===== config.mk =====
export PLATFORM = sky130hd
export DESIGN_NAME = cpd_datapath
export DESIGN_NICKNAME = d
export VERILOG_FILES = /design/src/cpd_pkg.sv /design/src/cpd_datapath.sv
export SDC_FILE = /design/constraint.sdc
export NUM_CORES = 1
export LEC_CHECK = 0
export BUFFER_PORTS_ARGS = -buffer_cell sky130_fd_sc_hd__buf_4
export CAP_MARGIN = 0
export CORE_MARGIN = 4
export CORE_UTILIZATION = 52
export DETAILED_ROUTE_END_ITERATION = 10
export PLACE_DENSITY_LB_ADDON = 0.05
export SLEW_MARGIN = 20
export SYNTH_ARGS = -nofsm -noshare
export SYNTH_HDL_FRONTEND = slang
export SYNTH_SLANG_ARGS = --single-unit

===== constraint.sdc =====
create_clock -name CLK -period 4.8 [get_ports CLK]
set_clock_uncertainty 0.15 [all_clocks]
set_input_delay 0.24 -clock CLK [delete_from_list [all_inputs] [get_ports CLK]]
set_output_delay 0.24 -clock CLK [all_outputs]
set_load 0.02 [all_outputs]

===== src/cpd_pkg.sv =====
// package: constants, types and helpers of the cable phy datapath
package cpd_pkg;

  // ==========================================================
  // clocking
  localparam longint unsigned REF_HZ    = 24576000;
  localparam longint unsigned PLL_MULT  = 16;
  localparam longint unsigned PLL_HZ    = REF_HZ * PLL_MULT;
  localparam longint unsigned SYSCLK_HZ = PLL_HZ / 8;
  localparam longint unsigned SLOT_HZ   = PLL_HZ / 2;
  localparam longint unsigned CLK_HZ    = 200000000;
  localparam int              NCO_W     = 16;
  // phase steps: sysclk half periods and line bit slots per clk
  localparam logic [NCO_W-1:0] SYS_INC  =
    NCO_W'(((2 * SYSCLK_HZ) << NCO_W) / CLK_HZ);
  localparam logic [NCO_W-1:0] SLOT_INC =
    NCO_W'((SLOT_HZ << NCO_W) / CLK_HZ);

  // ==========================================================
  // line rates, bits per second
  localparam longint unsigned S100_BPS = 98304000;
  localparam longint unsigned S200_BPS = 196608000;
  localparam longint unsigned S400_BPS = 392216000;

  // ==========================================================
  // ports and lanes
  localparam int PORTS = 3;
  localparam int LANES = 2;
  localparam int WORD_W = 8;
  localparam logic [3:0] BITS_S100 = 4'h2;
  localparam logic [3:0] BITS_S200 = 4'h4;
  localparam logic [3:0] BITS_S400 = 4'h8;

  // ==========================================================
  // types
  typedef enum logic [1:0] {
    SPD_S100 = 2'b00,
    SPD_S200 = 2'b01,
    SPD_S400 = 2'b10
  } cpd_speed_type;

  typedef enum logic [1:0] {
    ARB_IDLE  = 2'b00,
    ARB_REQ   = 2'b01,
    ARB_GRANT = 2'b10,
    ARB_OTHER = 2'b11
  } cpd_arb_type;

  // comparator line state codes
  localparam logic [1:0] LS_Z   = 2'h0;
  localparam logic [1:0] LS_LOW = 2'h1;

  typedef struct packed {
    logic [WORD_W-1:0] data;
    cpd_speed_type     speed;
  } cpd_word_type;

  typedef struct packed {
    logic [LANES-1:0] data;
    logic [LANES-1:0] strb;
    logic [LANES-1:0] vld;
  } cpd_lane_type;

  // ==========================================================
  // helpers
  function automatic logic [3:0] word_bits(input logic [1:0] spd);
    unique case (spd)
      SPD_S100: word_bits = BITS_S100;
      SPD_S200: word_bits = BITS_S200;
      default:  word_bits = BITS_S400;
    endcase
  endfunction

  function automatic cpd_arb_type arb_decode(input logic [1:0] a,
                                             input logic [1:0] b);
    if (a == LS_Z && b == LS_Z)
      arb_decode = ARB_IDLE;
    else if (a == LS_Z && b == LS_LOW)
      arb_decode = ARB_REQ;
    else if (a == LS_LOW && b == LS_Z)
      arb_decode = ARB_GRANT;
    else
      arb_decode = ARB_OTHER;
  endfunction

endpackage


===== src/cpd_datapath.sv =====
// module: cable phy datapath between link controller and three ports
`timescale 1ns/100ps
// Function
// - all timing comes from one 24.576 MHz reference, crystal or clock.
// - a 393.216 MHz pll reference is divided to pace encoded line output.
// - a 49.152 MHz system clock goes to the link and retimes rx data.
// - power-down high halts the pll and every derived clock.
// - isolation select high drives normal levels, low differentiates.
// - link presents 2, 4 or 8 bits, latched on the system clock.
// - latched bits are serialized, encoded and sent at S100/S200/S400.
// - transmit drives data on the tpb pair and strobe on the tpa pair.
// - a receiving port has both transmitters off, receivers on.
// - receive takes data from tpa, strobe from tpb, and recovers bits.
// - received bits split into 2/4/8-bit words, retimed to the link.
// - every received packet is repeated on other connected ports.
// - comparators report line states used for arbitration status.
// - tpa common mode during arbitration picks the next packet speed.
// - tpb common mode shows remote bias, meaning an active connection.
// - each port has its own independently controlled bias output.
module cpd_datapath
  import cpd_pkg::*;
#(
  parameter int DEPTH = 2
) (
  input  wire logic                 CLK,
  input  wire logic                 RESETN,
  input  wire logic                 POWER_DOWN_INPUT,
  input  wire logic                 ISO_SELECT,
  input  wire logic [PORTS-1:0]     BIAS_ENABLE,
  input  wire logic                 LINK_TX_EN,
  input  wire logic [WORD_W-1:0]    LINK_TX_DATA,
  input  wire logic [1:0]           LINK_TX_SPEED,
  input  wire logic [2*PORTS-1:0]   TPA_DATA_I,
  input  wire logic [2*PORTS-1:0]   TPB_STRB_I,
  input  wire logic [PORTS-1:0]     RX_FRAME_I,
  input  wire logic [2*PORTS-1:0]   TPA_LINE_I,
  input  wire logic [2*PORTS-1:0]   TPB_LINE_I,
  input  wire logic [2*PORTS-1:0]   TPA_CM_I,
  input  wire logic [PORTS-1:0]     TPB_BIAS_I,
  output logic                      SYSCLK,
  output logic                      LINK_TX_READY,
  output logic [WORD_W-1:0]         LINK_RX_DATA,
  output logic                      LINK_RX_VALID,
  output logic [1:0]                LINK_RX_SPEED,
  output logic [LANES-1:0]          TPB_DATA_O,
  output logic [LANES-1:0]          TPA_STRB_O,
  output logic [LANES-1:0]          TX_LANE_VLD,
  output logic [PORTS-1:0]          TPA_OE,
  output logic [PORTS-1:0]          TPB_OE,
  output logic [PORTS-1:0]          TPBIAS_EN,
  output logic [PORTS-1:0]          CONNECTED,
  output logic [2*PORTS-1:0]        ARB_STATUS
);

  localparam int SYNC_W = 3 + PORTS * 13 + WORD_W + 2;
  localparam int PTR_W  = (DEPTH > 1) ? $clog2(DEPTH) : 1;
  localparam logic [PTR_W:0] FULL = (PTR_W + 1)'(DEPTH);

  // ==========================================================
  // parameter check
  if (DEPTH != 2 && DEPTH != 4)
    $error("DEPTH must be 2 or 4");

  // ==========================================================
  // pin synchronisers: two flops before any logic
  logic [SYNC_W-1:0] sync_a;
  logic [SYNC_W-1:0] sync_b;
  logic              pd;
  logic              iso;
  logic [PORTS-1:0]  bias_en;
  logic              ltx_en;
  logic [7:0]        ltx_data;
  logic [1:0]        ltx_speed;
  logic [5:0]        rx_d;
  logic [5:0]        rx_s;
  logic [2:0]        rx_frame;
  logic [5:0]        tpa_line;
  logic [5:0]        tpb_line;
  logic [5:0]        tpa_cm;
  logic [2:0]        tpb_bias;

  always_ff @(posedge CLK or negedge RESETN) begin
    if (!RESETN) begin
      sync_a <= '0;
      sync_b <= '0;
    end else begin
      sync_a <= {POWER_DOWN_INPUT, ISO_SELECT, BIAS_ENABLE, LINK_TX_EN,
                 LINK_TX_DATA, LINK_TX_SPEED, TPA_DATA_I, TPB_STRB_I,
                 RX_FRAME_I, TPA_LINE_I, TPB_LINE_I, TPA_CM_I, TPB_BIAS_I};
      sync_b <= sync_a;
    end
  end

  assign {pd, iso, bias_en, ltx_en, ltx_data, ltx_speed, rx_d, rx_s,
          rx_frame, tpa_line, tpb_line, tpa_cm, tpb_bias} = sync_b;

  // ==========================================================
  // clock generation: phase accumulators stand in for the pll
  logic [NCO_W-1:0] acc_sys;
  logic [NCO_W-1:0] acc_slot;
  logic [NCO_W-1:0] next_acc_sys;
  logic [NCO_W-1:0] next_acc_slot;
  logic             sys_carry;
  logic             slot_carry;
  logic             sysclk_q;
  logic             next_sysclk;
  logic             half;
  logic             next_half;
  logic             sys_tick;
  logic             slot_tick;

  // phase steps, held still while powered down
  always_comb begin
    {sys_carry, next_acc_sys}   = {1'b0, acc_sys} + {1'b0, SYS_INC};
    {slot_carry, next_acc_slot} = {1'b0, acc_slot} + {1'b0, SLOT_INC};
    next_sysclk = sysclk_q ^ sys_carry;
    next_half   = half ^ slot_carry;
    if (pd) begin
      next_acc_sys  = acc_sys;
      next_acc_slot = acc_slot;
      next_sysclk   = 1'b0;
      next_half     = half;
    end
  end

  always_ff @(posedge CLK or negedge RESETN) begin
    if (!RESETN) begin
      acc_sys  <= '0;
      acc_slot <= '0;
      sysclk_q <= 1'b0;
      half     <= 1'b0;
    end else begin
      acc_sys  <= next_acc_sys;
      acc_slot <= next_acc_slot;
      sysclk_q <= next_sysclk;
      half     <= next_half;
    end
  end

  assign sys_tick  = sys_carry & ~sysclk_q & ~pd;
  assign slot_tick = slot_carry & ~pd;

  // ==========================================================
  // receive: port select, data-strobe decode, deserialize
  logic [PORTS-1:0] rx_onehot;
  logic [1:0]       rx_port;
  logic             rx_busy;
  logic             rx_busy_q;
  logic             prev_par;
  logic             next_prev_par;
  logic [1:0]       rx_speed;
  logic [1:0]       next_rx_speed;
  logic [1:0]       cur_speed;
  logic [7:0]       dreg;
  logic [7:0]       next_dreg;
  logic [3:0]       dcnt;
  logic [3:0]       next_dcnt;
  logic [7:0]       hold;
  logic [7:0]       next_hold;
  logic             pend;
  logic             next_pend;
  logic [1:0]       rep_bits;
  logic [1:0]       rep_vld;
  logic [3:0]       nbits;
  logic             par;

  // lowest numbered framed port is the receiving port
  always_comb begin
    rx_onehot = '0;
    rx_port   = 2'h0;
    for (int p = PORTS - 1; p >= 0; p--) begin
      if (rx_frame[p]) begin
        rx_onehot = 3'(1 << p);
        rx_port   = 2'(p);
      end
    end
  end

  assign rx_busy = |rx_frame;

  always_comb begin
    par           = 1'b0;
    next_rx_speed = rx_speed;
    cur_speed     = rx_speed;
    next_prev_par = prev_par;
    next_dreg     = dreg;
    next_dcnt     = dcnt;
    next_hold     = hold;
    next_pend     = pend;
    rep_bits      = '0;
    rep_vld       = '0;
    // speed of the next packet taken from tpa common mode at its start
    if (rx_busy && !rx_busy_q) begin
      cur_speed     = tpa_cm[2*rx_port +: 2];
      next_rx_speed = cur_speed;
      next_prev_par = 1'b0;
      next_dcnt     = 4'h0;
    end
    nbits = word_bits(cur_speed);
    // word handed to the link on each rising system clock edge
    if (sys_tick)
      next_pend = 1'b0;
    if (rx_busy) begin
      for (int l = 0; l < LANES; l++) begin
        // a new bit when data xor strobe changes parity
        par = rx_d[2*rx_port + l] ^ rx_s[2*rx_port + l];
        if (par != next_prev_par) begin
          next_prev_par = par;
          rep_bits[l]   = rx_d[2*rx_port + l];
          rep_vld[l]    = 1'b1;
          next_dreg     = {next_dreg[6:0], rx_d[2*rx_port + l]};
          next_dcnt     = next_dcnt + 4'h1;
          if (next_dcnt == nbits) begin
            next_hold = next_dreg << (4'h8 - nbits);
            next_pend = 1'b1;
            next_dcnt = 4'h0;
          end
        end
      end
    end
  end

  always_ff @(posedge CLK or negedge RESETN) begin
    if (!RESETN) begin
      rx_busy_q <= 1'b0;
      prev_par  <= 1'b0;
      rx_speed  <= SPD_S100;
      dreg      <= '0;
      dcnt      <= '0;
      hold      <= '0;
      pend      <= 1'b0;
    end else begin
      rx_busy_q <= rx_busy;
      prev_par  <= next_prev_par;
      rx_speed  <= next_rx_speed;
      dreg      <= next_dreg;
      dcnt      <= next_dcnt;
      hold      <= next_hold;
      pend      <= next_pend;
    end
  end

  // ==========================================================
  // transmit: DEPTH-entry buffer (2 or 4), serializer, data-strobe encoder
  cpd_word_type     buf_mem [DEPTH];
  logic [PTR_W-1:0] wr_ptr;
  logic [PTR_W-1:0] rd_ptr;
  logic [PTR_W:0]   count;
  logic [PTR_W:0]   next_count;
  logic             push;
  logic             pop;
  logic [7:0]       sreg;
  logic [7:0]       next_sreg;
  logic [3:0]       sleft;
  logic [3:0]       next_sleft;
  logic [1:0]       sspeed;
  logic [1:0]       next_sspeed;
  logic             prev_d;
  logic             prev_s;
  logic             next_prev_d;
  logic             next_prev_s;
  cpd_lane_type     lanes;
  logic [1:0]       raw_d;
  logic [1:0]       raw_v;
  logic             emit;

  // link word latched on the system clock while the buffer has room
  assign push = sys_tick & ltx_en & (count != FULL);
  // serializer stalls while a packet is being repeated
  assign pop  = (count != '0) & (sleft == 4'h0) & ~rx_busy & ~pd;

  always_comb begin
    next_count  = count + (PTR_W + 1)'(push) - (PTR_W + 1)'(pop);
    next_sreg   = sreg;
    next_sleft  = sleft;
    next_sspeed = sspeed;
    raw_d       = '0;
    raw_v       = '0;
    emit        = slot_tick & (sspeed != SPD_S100 || half);
    if (pop) begin
      next_sreg   = buf_mem[rd_ptr].data;
      next_sspeed = buf_mem[rd_ptr].speed;
      next_sleft  = word_bits(buf_mem[rd_ptr].speed);
    end else if (sleft != 4'h0 && emit && !rx_busy) begin
      // msb first, two bits per slot at the top speed
      raw_d[0] = sreg[7];
      raw_v[0] = 1'b1;
      if (sspeed == SPD_S400) begin
        raw_d[1]   = sreg[6];
        raw_v[1]   = 1'b1;
        next_sreg  = {sreg[5:0], 2'b00};
        next_sleft = sleft - 4'h2;
      end else begin
        next_sreg  = {sreg[6:0], 1'b0};
        next_sleft = sleft - 4'h1;
      end
    end
    if (rx_busy) begin
      raw_d = rep_bits;
      raw_v = rep_vld;
    end
    // strobe toggles whenever data repeats its previous bit
    next_prev_d = prev_d;
    next_prev_s = prev_s;
    lanes       = '0;
    for (int l = 0; l < LANES; l++) begin
      if (raw_v[l]) begin
        if (raw_d[l] == next_prev_d)
          next_prev_s = ~next_prev_s;
        next_prev_d   = raw_d[l];
        lanes.data[l] = raw_d[l];
        lanes.strb[l] = next_prev_s;
        lanes.vld[l]  = 1'b1;
      end
    end
  end

  always_ff @(posedge CLK or negedge RESETN) begin
    if (!RESETN) begin
      wr_ptr <= '0;
      rd_ptr <= '0;
      count  <= '0;
      sreg   <= '0;
      sleft  <= '0;
      sspeed <= SPD_S100;
      prev_d <= 1'b0;
      prev_s <= 1'b0;
      for (int i = 0; i < DEPTH; i++)
        buf_mem[i] <= '0;
    end else begin
      if (push) begin
        buf_mem[wr_ptr] <= '{data: ltx_data,
                             speed: cpd_speed_type'(ltx_speed)};
        wr_ptr <= PTR_W'(wr_ptr + 1'b1);
      end
      if (pop)
        rd_ptr <= PTR_W'(rd_ptr + 1'b1);
      count  <= next_count;
      sreg   <= next_sreg;
      sleft  <= next_sleft;
      sspeed <= next_sspeed;
      prev_d <= next_prev_d;
      prev_s <= next_prev_s;
    end
  end

  // ==========================================================
  // output stage: every output comes from a flop
  logic [7:0]         plain_data;
  logic               plain_valid;
  logic [7:0]         next_plain_data;
  logic               next_plain_valid;
  logic [PORTS-1:0]   drive_en;
  logic [2*PORTS-1:0] next_arb;
  logic               tx_on;

  always_comb begin
    next_plain_data  = plain_data;
    next_plain_valid = plain_valid;
    if (sys_tick) begin
      next_plain_data  = pend ? hold : 8'h00;
      next_plain_valid = pend;
    end
    tx_on    = rx_busy | (sleft != 4'h0) | (count != '0);
    // transmitters on connected ports, never on the receiving one
    drive_en = (pd || !tx_on) ? 3'h0 : (tpb_bias & ~rx_onehot);
    for (int p = 0; p < PORTS; p++)
      next_arb[2*p +: 2] = arb_decode(tpa_line[2*p +: 2],
                                      tpb_line[2*p +: 2]);
  end

  always_ff @(posedge CLK or negedge RESETN) begin
    if (!RESETN) begin
      plain_data    <= '0;
      plain_valid   <= 1'b0;
      SYSCLK        <= 1'b0;
      LINK_TX_READY <= 1'b0;
      LINK_RX_DATA  <= '0;
      LINK_RX_VALID <= 1'b0;
      LINK_RX_SPEED <= SPD_S100;
      TPB_DATA_O    <= '0;
      TPA_STRB_O    <= '0;
      TX_LANE_VLD   <= '0;
      TPA_OE        <= '0;
      TPB_OE        <= '0;
      TPBIAS_EN     <= '0;
      CONNECTED     <= '0;
      ARB_STATUS    <= '0;
    end else begin
      plain_data    <= next_plain_data;
      plain_valid   <= next_plain_valid;
      SYSCLK        <= next_sysclk;
      LINK_TX_READY <= (next_count != FULL) & ~pd;
      // edges only when coupled through an isolation barrier
      LINK_RX_DATA  <= iso ? next_plain_data
                           : next_plain_data ^ plain_data;
      LINK_RX_VALID <= iso ? next_plain_valid
                           : next_plain_valid ^ plain_valid;
      LINK_RX_SPEED <= rx_speed;
      TPB_DATA_O    <= lanes.data;
      TPA_STRB_O    <= lanes.strb;
      TX_LANE_VLD   <= lanes.vld;
      TPA_OE        <= drive_en;
      TPB_OE        <= drive_en;
      TPBIAS_EN     <= pd ? 3'h0 : bias_en;
      CONNECTED     <= tpb_bias;
      ARB_STATUS    <= next_arb;
    end
  end

endmodule


==> Yosys cells after proc, flatten, opt, wreduce, memory -nomap -nowiden <==
Cells that the tools add are included.
{ "classes": {"n_reduce_logical": 32, "magnitude_cmp": 5, "multipliers": 0, "n_bitwise": 27, "eq_ne": 17, "mux": 95, "n_addsub": 12, "div_mod_pow": 0, "n_shift": 3} }
{ "ops": {"columns": ["operator", "count"], "rows": [
  ["8-bit 2-to-1 mux", 10],
  ["10-bit 2-to-1 mux", 4],
  ["4-bit 2-to-1 mux", 10],
  ["1-bit 2-to-1 mux", 39],
  ["2-bit 2-to-1 mux", 16],
  ["7-bit 2-to-1 mux", 3],
  ["20-bit bitwise mux", 1],
  ["16-bit by 15-bit adder with 17-bit output (second input constant)", 1],
  ["16-bit by 16-bit adder with 17-bit output (second input constant)", 1],
  ["2-bit by 1-bit equality test with 1-bit output (second input constant)", 8],
  ["2-bit logical NOT", 8],
  ["4-bit case mux with 2 select lines", 2],
  ["8-bit by 4-bit left shift with 8-bit output", 2],
  ["3-bit 2-to-1 mux", 5],
  ["1-bit logical AND", 13],
  ["1-bit bitwise AND", 10],
  ["10-bit demux with 1-bit select", 1],
  ["4-bit by 1-bit adder with 4-bit output (second input constant)", 2],
  ["4-bit equality test", 2],
  ["8-bit XOR", 1],
  ["1-bit binary-select mux with 3-bit select", 2],
  ["2-bit nonzero test", 3],
  ["6-bit by 4-bit indexed part select with 2-bit output", 1],
  ["1-bit inverter", 5],
  ["26 further kinds", 41]
]} }
{ "totals": {"reg_bits": 244, "word_cells": 229, "in_bits": 54, "latchBits": 0, "romBits": 0, "ramBits": 0, "output_inout_bits": 37, "n_memories": 0} }

==> Logic depth before layout (Yosys ltp) <==
Gate-level depths: netlist (run 1).
{ "logic_depth": {"depth_word": 18, "ltp_mapped": 18, "depth_no_buf": 15} }

==> Worst setup path before layout (run 1) <==
No wires, ideal clock.
{ "synth_path": {"path_kind": "register to register", "from": "reg sync_b[21]", "to": "reg hold[1]", "t_arrival_ps": 3849, "setup_slack_ps": 677, "stages_incl_launch_ff": 17, "t_required_ps": 4526, "cell_sequence": "dfrtp_1 -> buf_6 -> o21bai_2 -> a221o_1 -> a211o_1 -> a32oi_2 -> nand2_1 -> nand2_1 -> a21oi_1 -> ha_1 -> mux2_2 -> mux2_2 -> and3_4 -> a2111oi_4 -> buf_6 -> a211oi_1 -> a211o_1"} }
{ "synth_via": {"elab_chain_cells": 13, "elab_cells_between_ends": 41, "cone_classes": "add/sub: 4; eq/ne: 5; shift: 3; mux: 24; bitwise: 2; reduce/logical: 3"} }
{ "synth_rtl": {"columns": ["element", "line_no", "rtl"], "rows": [
  ["start: declaration", "cpd_datapath.sv:67", "logic [SYNC_W-1:0] sync_b;"],
  ["start signal: assignment", "cpd_datapath.sv:90", "sync_b <= sync_a;"],
  ["2-bit 2-to-1 mux or 3-bit OR reduction (tied branches)", "cpd_datapath.sv:172, cpd_datapath.sv:179", null],
  ["6-bit by 4-bit indexed part select with 2-bit output or 1-bit logical AND (tied branches)", "cpd_datapath.sv:194, cpd_datapath.sv:193", null],
  ["2-bit 2-to-1 mux", null, null],
  ["2-bit by 1-bit equality test with 1-bit output or 2-bit logical NOT (tied branches)", "cpd_pkg.sv:67", "unique case (spd)"],
  ["4-bit case mux with 2 select lines", "cpd_pkg.sv:67", null],
  ["4-bit equality test", "cpd_datapath.sv:213", "if (next_dcnt == nbits) begin"],
  ["4-bit 2-to-1 mux", "cpd_datapath.sv:213", null],
  ["4-bit 2-to-1 mux", "cpd_datapath.sv:207", "if (par != next_prev_par) begin"],
  ["4-bit 2-to-1 mux", "cpd_datapath.sv:203", "if (rx_busy) begin"],
  ["4-bit by 1-bit adder with 4-bit output", "cpd_datapath.sv:212", "next_dcnt = next_dcnt + 4'h1;"],
  ["4-bit equality test", "cpd_datapath.sv:213", null],
  ["8-bit 2-to-1 mux", "cpd_datapath.sv:213", null],
  ["8-bit 2-to-1 mux", "cpd_datapath.sv:207", null],
  ["end signal: assignment", "cpd_datapath.sv:238", "hold <= next_hold;"],
  ["end: declaration", "cpd_datapath.sv:158", "logic [7:0] hold;"]
]} }
Parallel ways exist; a longest one is shown, timed or not. The select of a mux whose other input is x is not followed.
A chain may end at the register's enable or synchronous reset.

==> Worst setup path in the final report (run 1) <==
{ "layout_path": {"from": "reg sync_b[21]", "to": "reg hold[4]"} }
Same word-level chain as after synthesis.

==> results.sh, run 1 <==
export IMPL_die_w_um=144.6
export IMPL_grt_pass1_vias=6642
export IMPL_combPwrFrac_pct=30.0
export IMPL_crit_arrival_ns=4.83
export IMPL_syn_avg_cell_area_um2=12.24
export IMPL_synth_compound_area_share_pct=10.24
export IMPL_path_class="reg -> reg"
export IMPL_slew_violations=0
export IMPL_post_cts_buffers=0
export IMPL_tns_ns=0
export IMPL_syn_nets=857
export IMPL_dieArea_mm2=0.02091
export IMPL_pwr_share_seq_pct=42.4
export IMPL_syn_inst=793
export IMPL_vias=6446
export IMPL_hold_class="reg -> reg"
export IMPL_h_tree_depth=1
export IMPL_antenna_found_initial=0
export IMPL_p_sw_mw=2.279
export IMPL_area_delta_synth_final_pct=23.47
export IMPL_yosys_area_share_xor_xnor_pct=5.119
export IMPL_fin_crit_ns=4.591
export IMPL_p_leak_nw=5.372
export IMPL_via_per_inst=5.435
export IMPL_rows=49
export IMPL_fin_crit_sh_pct=95.64
export IMPL_nets=1005
export IMPL_grt_max_degree=133
export IMPL_worst_slack_ns=0.2092
export IMPL_crit_required_ns=5.04
export IMPL_fillCellCount=1359
export IMPL_drt_initial_drc_count=362
export IMPL_worstMarginPinSlew_ns=0.9410
export IMPL_hold_start="sync_a[34]$_DFF_PN0_"
export IMPL_async_reset_ff_share_pct=100.0
export IMPL_netlist_area_mm2=0.009703
export IMPL_cts_num_sinks=239
export IMPL_ant_nets=0
export IMPL_cts_root_buf="clkbuf_16"
export IMPL_cp_startpoint="sync_b[21]$_DFF_PN0_"
export IMPL_sw_frac_of_total_pct=32.61
export IMPL_endpoint_kind="register"
export IMPL_synthAdderAreaFrac_pct=1.289
export IMPL_wirelength_um=19660
export IMPL_intPower_mw=4.709
export IMPL_power_density_mw_per_mm2=583.4
export IMPL_muxShareOfSynthArea_pct=6.499
export IMPL_num_io_pins=91
export IMPL_port_buffers=90
export IMPL_synth_seq_cells=239
export IMPL_clockBufferDepth=3
export IMPL_start_util_pct=53.47
export IMPL_synth_top_family_by_area="simple AND/OR/NAND/NOR gates"
export IMPL_cp_max_fo=11
export IMPL_drv_cap=0
export IMPL_rsz0062_at_grt="no"
export IMPL_power_frac_clock_pct=27.6
export IMPL_fp_dieH_um=144.6
export IMPL_ir_worst_vdd_v=0.0003308
export IMPL_synth_ff_type="dfrtp_1"
export IMPL_num_antenna_cells=0
export IMPL_finalSetupViolCount=0
export IMPL_finalHoldViolations=0
export IMPL_grt_pass1_wl_um=32980
export IMPL_dpl_hpwl_um=13360
export IMPL_clkLatencyLatePin_ns=0.51
export IMPL_synthSimpleGateAreaFrac_pct=12.77
export IMPL_slew_headroom_pct=37.04
export IMPL_status="finished, final reports clean"
export IMPL_synth_cell_types=77
export IMPL_ys_seq_area_share_pct=61.64
export IMPL_fmaxAchievable_mhz=217.8
export IMPL_synth_edff_count=0
export IMPL_numCtsBuffers=25
export IMPL_core_area_mm2=0.01815
export IMPL_regToRegStartpoint="sync_b[21]$_DFF_PN0_"
export IMPL_gp_congestion=0.9077
export IMPL_clk_pin_slew_ns=0.06
export IMPL_cp_start_kind="register"
export IMPL_cts_tree="yes"
export IMPL_firstDrtPassIters=4
export IMPL_synth_warning_count=0
export IMPL_wl_per_cell_um=16.58
export IMPL_grt_ovfl_total=0
export IMPL_dp_slack_ns=0.2250
export IMPL_drive_above_1_share_pct=20.69
export IMPL_route_detailed_drc=0
export IMPL_grt_use_total_pct=19.45
-- sequential cells by signal, summed over array words and instances, names as in the netlist, 3 cells and up --
| signal | count |
|---|---|
| sync_a | 52 |
| sync_b | 52 |
| buf_mem | 20 |
| acc_sys | 14 |
| acc_slot | 13 |
| LINK_RX_DATA | 8 |
| hold | 8 |
| plain_data | 8 |
| sreg | 8 |
| dreg | 7 |
| ARB_STATUS | 6 |
| dcnt | 4 |
| sleft | 4 |
| CONNECTED | 3 |
| TPBIAS_EN | 3 |
| TPB_OE | 3 |
-- final cells by class --
class                   instances  area [um2]  share of cell area, %
clock buffers                  37       750.7                  6.266
repair buffers                155        1316                  10.99
flip-flops and latches        239        5982                  49.93
well taps                     229       286.5                  2.392
multi-input cells             501        3485                  29.09
inverters                      19       71.32                 0.5953
clock inverters                 6       88.84                 0.7415
-- power by group through the flow --
stage | clock (mW) | combinational, mW | sequential, mW
2_1_floorplan | 0 | 1.56 | 2.89
3_3_place_gp | 0 | 1.99 | 2.96
3_5_place_dp | 0 | 2.06 | 2.99
4_1_cts | 1.98 | 2.11 | 2.96
5_1_grt | 2.07 | 2.34 | 3.04
6_report | 1.93 | 2.10 | 2.96
-- synth_stat cells (11+ instances only) --
cell type	number	area [um2]
clkbuf_1	20	75.07
o22ai_1	11	68.82
nor3_1	11	55.05
or3_1	12	75.07
o21ai_0	18	90.09
nand2_1	64	240.2
a21oi_1	36	180.2
xnor2_1	37	324.1
xor2_1	17	148.9
inv_1	16	60.06
dfrtp_1	239	5981
mux2i_1	29	290.3
mux2_2	29	326.6
nand2b_1	25	156.4
nor2_1	48	180.2
nand3_1	24	120.1
-- stage by stage --
| stage | power (mW) | util (%) | hold slack, ns | std cells | area [um2] |
|---|---|---|---|---|---|
| after floorplan | 4.445 | - | -0.2056 | 793 | 9703 |
| after global placement | 4.948 | 58.46 | 0.1819 | 1090 | 10610 |
| after detailed placement | 5.054 | 58.46 | 0.1847 | 1090 | 10610 |
| after CTS | 7.052 | 66.01 | 0.1958 | 1186 | 11980 |
| after global routing | 7.442 | 66.02 | 0.1976 | 1186 | 11980 |
| final | 6.989 | 66.02 | 0.1949 | 1186 | 11980 |
-- what timing repair did --
| item | CTS | global route |
|---|---|---|
| hold endpoints to repair | 159 | 0 |
| endpoints found under the setup margin | 0 | 3 |
| gates resized for setup | 0 | 1 |
| hold buffers | 53 | 0 |
-- placed cells by master (no fill, tap or decap), types with 4 or more instances in the layout --
cell type	count
or3_1	12
and2_1	4
o21ai_1	4
nor2b_1	8
clkbuf_8	8
dlygate4sd3_1	53
a21oi_1	36
xor2_1	17
nand3_1	24
a22oi_1	5
nand4_1	10
nand2b_1	25
nor3_1	11
o22ai_1	11
clkbuf_16	25
clkbuf_1	4
o21ai_0	18
o21a_1	5
dfrtp_1	238
a211o_1	7
inv_1	16
nor2_1	48
and3_1	9
buf_4	100
o21ai_2	4
a31oi_1	6
a21o_1	5
nor4_1	4
xnor2_1	37
nand2_1	64
ha_1	10
mux2_2	29
mux2i_1	29
-- metal layers --
metal	GRT usage (%)	up-vias	share of wire [%]
met4	4.615	0	1.8
li1	-	3072	-
met5	0	-	0
met2	32.85	136	50
met3	3.241	37	4.2
met1	26.63	3201	44
-- cell families after synthesis --
family                     after synthesis
buffers and inverters                   53
xor gates and xnor gates                55
and+or+nand+nor                        239
muxes                                   59
DFF                                    239
AOI/OAI and AO/OA                      138
adders and majority gates               10
-- worst paths after layout --
| path | cells past startpoint | slack (ns) | end |
|---|---|---|---|
| setup / recovery | 14 | 0.21 | hold[4]$_DFFE_PN0N_ |
| hold / removal | 0 | 0.19 | sync_b[34]$_DFF_PN0_ |
| setup reg to reg | 14 | 0.21 | hold[4]$_DFFE_PN0N_ |
| hold reg to reg | 0 | 0.19 | sync_b[34]$_DFF_PN0_ |
| max in group asynchronous | 3 | 3.13 | sreg[7]$_DFFE_PN0P_ |
| min in group asynchronous | 2 | 0.21 | plain_data[7]$_DFF_PN0_ |
-- critical path, stage by stage (launching register included) --
cell and delay, ns:
dfrtp_1 0.51, o21bai_2 0.31, a221o_1 0.46, a211o_1 0.35
a32oi_2 0.26, nand2_1 0.12, nand2_1 0.07, a21oi_1 0.08
ha_1 0.35, mux2_2 0.36, mux2_2 0.27, and3_4 0.19
a2111oi_4 0.48, o21ai_2 0.16, a211o_1 0.33
Note: power is estimated with default switching activity, not from simulation.
==> run 2: changes to the inputs <==
--- a/config.mk
+++ b/config.mk
@@ -11,7 +11,7 @@
 export CORE_UTILIZATION = 52
 export DETAILED_ROUTE_END_ITERATION = 10
 export PLACE_DENSITY_LB_ADDON = 0.05
-export SLEW_MARGIN = 20
+export SLEW_MARGIN = 5
 export SYNTH_ARGS = -nofsm -noshare
 export SYNTH_HDL_FRONTEND = slang
 export SYNTH_SLANG_ARGS = --single-unit
==> constraint.sdc (replaced) <==
create_clock -name CLK -period 4.8 [get_ports CLK]
set_clock_uncertainty 0.15 [all_clocks]
set_input_delay 0.48 -clock CLK [delete_from_list [all_inputs] [get_ports CLK]]
set_output_delay 0.48 -clock CLK [all_outputs]
set_load 0.02 [all_outputs]
==> results.sh, run 2 (synthesis gave the netlist of run 1 again) <==
export IMPL_post_cts_buffers=0
export IMPL_num_io_pins=91
export IMPL_wl_per_cell_um=16.47
export IMPL_drive_above_1_share_pct=20.67
export IMPL_grt_max_degree=133
export IMPL_power_density_mw_per_mm2=579.7
export IMPL_rsz0062_at_grt="no"
export IMPL_status="finished, final reports clean"
export IMPL_firstDrtPassIters=5
export IMPL_crit_arrival_ns=4.73
export IMPL_route_detailed_drc=0
export IMPL_finalPower_mw=6.927
export IMPL_holdWs_ns=0.1925
export IMPL_via_per_inst=5.465
export IMPL_p_sw_mw=2.304
export IMPL_worstMarginPinSlew_ns=0.9797
export IMPL_nets=1006
export IMPL_dp_cells=1091
export IMPL_path_class="reg -> reg"
export IMPL_drt_initial_drc_count=426
export IMPL_fin_crit_sh_pct=93.20
export IMPL_ant_nets=0
export IMPL_finalSetupViolCount=0
export IMPL_power_frac_clock_pct=27.1
export IMPL_clkLatencyLatePin_ns=0.52
export IMPL_dieArea_mm2=0.02091
export IMPL_h_tree_depth=1
export IMPL_port_buffers=90
export IMPL_combPwrFrac_pct=30.2
export IMPL_clockBufferDepth=3
export IMPL_final_common_cell="dfrtp_1"
export IMPL_endpoint_kind="register"
export IMPL_multi_input_area_mm2=0.003485
export IMPL_slew_violations=0
export IMPL_regArea_mm2=0.005981
export IMPL_crit_required_ns=5.06
export IMPL_fp_dieH_um=144.6
export IMPL_antenna_found_initial=0
export IMPL_cts_root_buf="clkbuf_16"
export IMPL_top_regs="sync_a (52), sync_b (52), buf_mem (20)"
export IMPL_grtUsageMet3_pct=3.902
export IMPL_area_delta_synth_final_pct=23.15
export IMPL_cts_tree="yes"
export IMPL_core_area_mm2=0.01815
export IMPL_hold_class="reg -> reg"
export IMPL_sw_frac_of_total_pct=33.27
export IMPL_grt_pass1_vias=6595
export IMPL_start_util_pct=53.47
export IMPL_drv_cap=0
export IMPL_p_leak_nw=5.360
export IMPL_ir_worst_vdd_v=0.0003814
export IMPL_critPathSlowestCell="dfrtp_1"
export IMPL_numCtsBuffers=25
export IMPL_cp_max_fo=13
export IMPL_intPower_mw=4.622
export IMPL_top_usage_layer="met2"
export IMPL_grt_use_total_pct=19.34
export IMPL_clk_pin_slew_ns=0.06
export IMPL_num_antenna_cells=0
export IMPL_crit_chain="o21bai_2 -> a221o_1 -> a211o_1 -> a32oi_2 -> nand2_1 -> nand2_1 -> a21oi_1 -> ha_1 -> mux2_2 -> mux2_2 -> and3_4 -> a2111oi_4 -> buf_4 -> o21ai_2 -> a211o_1"
export IMPL_fillCellCount=1362
export IMPL_wirelength_um=19540
export IMPL_final_cells=1187
export IMPL_grt_ovfl_total=0
export IMPL_grt_pass1_wl_um=32730
export IMPL_grt_use_met1_pct=26.46
export IMPL_finalHoldViolations=0
export IMPL_critPathMaxStageDelay_ns=0.63
export IMPL_cts_num_sinks=239
export IMPL_vias=6487
export IMPL_die_w_um=144.6
export IMPL_rows=49
export IMPL_pwr_share_seq_pct=42.7
export IMPL_layout_common_cells="dfrtp_1, buf_4, nand2_1"
export IMPL_gp_congestion=0.8714
export IMPL_tns_ns=0
export IMPL_fin_crit_ns=4.474
export IMPL_post_route_util_pct=65.84
export IMPL_slew_headroom_pct=34.69
export IMPL_grt_met2_usage_pct=31.80
export IMPL_dpl_hpwl_um=13100
export IMPL_cp_start_kind="register"
export IMPL_fmaxAchievable_mhz=223.5
run 2: timing repair:
item,in CTS,in global routing
hold endpoints to repair,133,0
endpoints found under the setup margin,0,0
hold buffers,53,0
resized for setup,0,0
run 2: power by group through the flow:
stage / Combinational, mW / Clock, mW / Sequential [mW]
floorplan: 1.56 / 0 / 2.89
global placement: 2.01 / 0 / 2.96
detailed placement: 2.06 / 0 / 2.98
CTS: 2.11 / 1.93 / 2.95
global route: 2.33 / 2.02 / 3.03
finish: 2.09 / 1.88 / 2.96
run 2: final timing paths:
kind,slack [ns],depth (start not counted),to,start
min in group asynchronous,0.49,2,LINK_RX_DATA[6]$_DFF_PN0_,RESETN
max reg2reg,0.33,15,hold[4]$_DFFE_PN0N_,sync_b[22]$_DFF_PN0_
max,0.33,15,hold[4]$_DFFE_PN0N_,sync_b[22]$_DFF_PN0_
min reg2reg,0.19,0,sync_b[17]$_DFF_PN0_,sync_a[17]$_DFF_PN0_
max in group asynchronous,2.95,3,sync_a[33]$_DFF_PN0_,RESETN
min,0.19,0,sync_b[17]$_DFF_PN0_,sync_a[17]$_DFF_PN0_
run 2: area by class of cell:
type | instances | share of cell area, %
clock buffer | 34 | 5.937
clock inverter | 9 | 0.8796
inverter | 19 | 0.5969
multi-input combinational | 501 | 29.16
sequential | 239 | 50.05
tap | 229 | 2.398
timing repair buffer | 156 | 10.97
run 2: metal layers:
layer	vias up	wire [um]
li1	3065	-
met1	3222	8465
met2	162	9614
met3	38	908
met4	0	556
met5	-	0
run 2: stage by stage:
step | setup slack, ns | cell area [um2]
global placement | 0.4750 | 10600
CTS | 0.3442 | 11950
detailed placement | 0.3752 | 10600
global route | 0.04589 | 11950
floorplan | 0.6770 | 9703
finish | 0.3262 | 11950
run 2: critical path, delay by kind of cell, from the launching register on:
family                     cells  cell delay [ns]
DFF                            1             0.63
AOI/OAI and AO/OA              8             2.02
buffers and inverters          1             0.24
adders and majority gates      1             0.33
and+or+nand+nor                3             0.38
muxes                          2             0.62
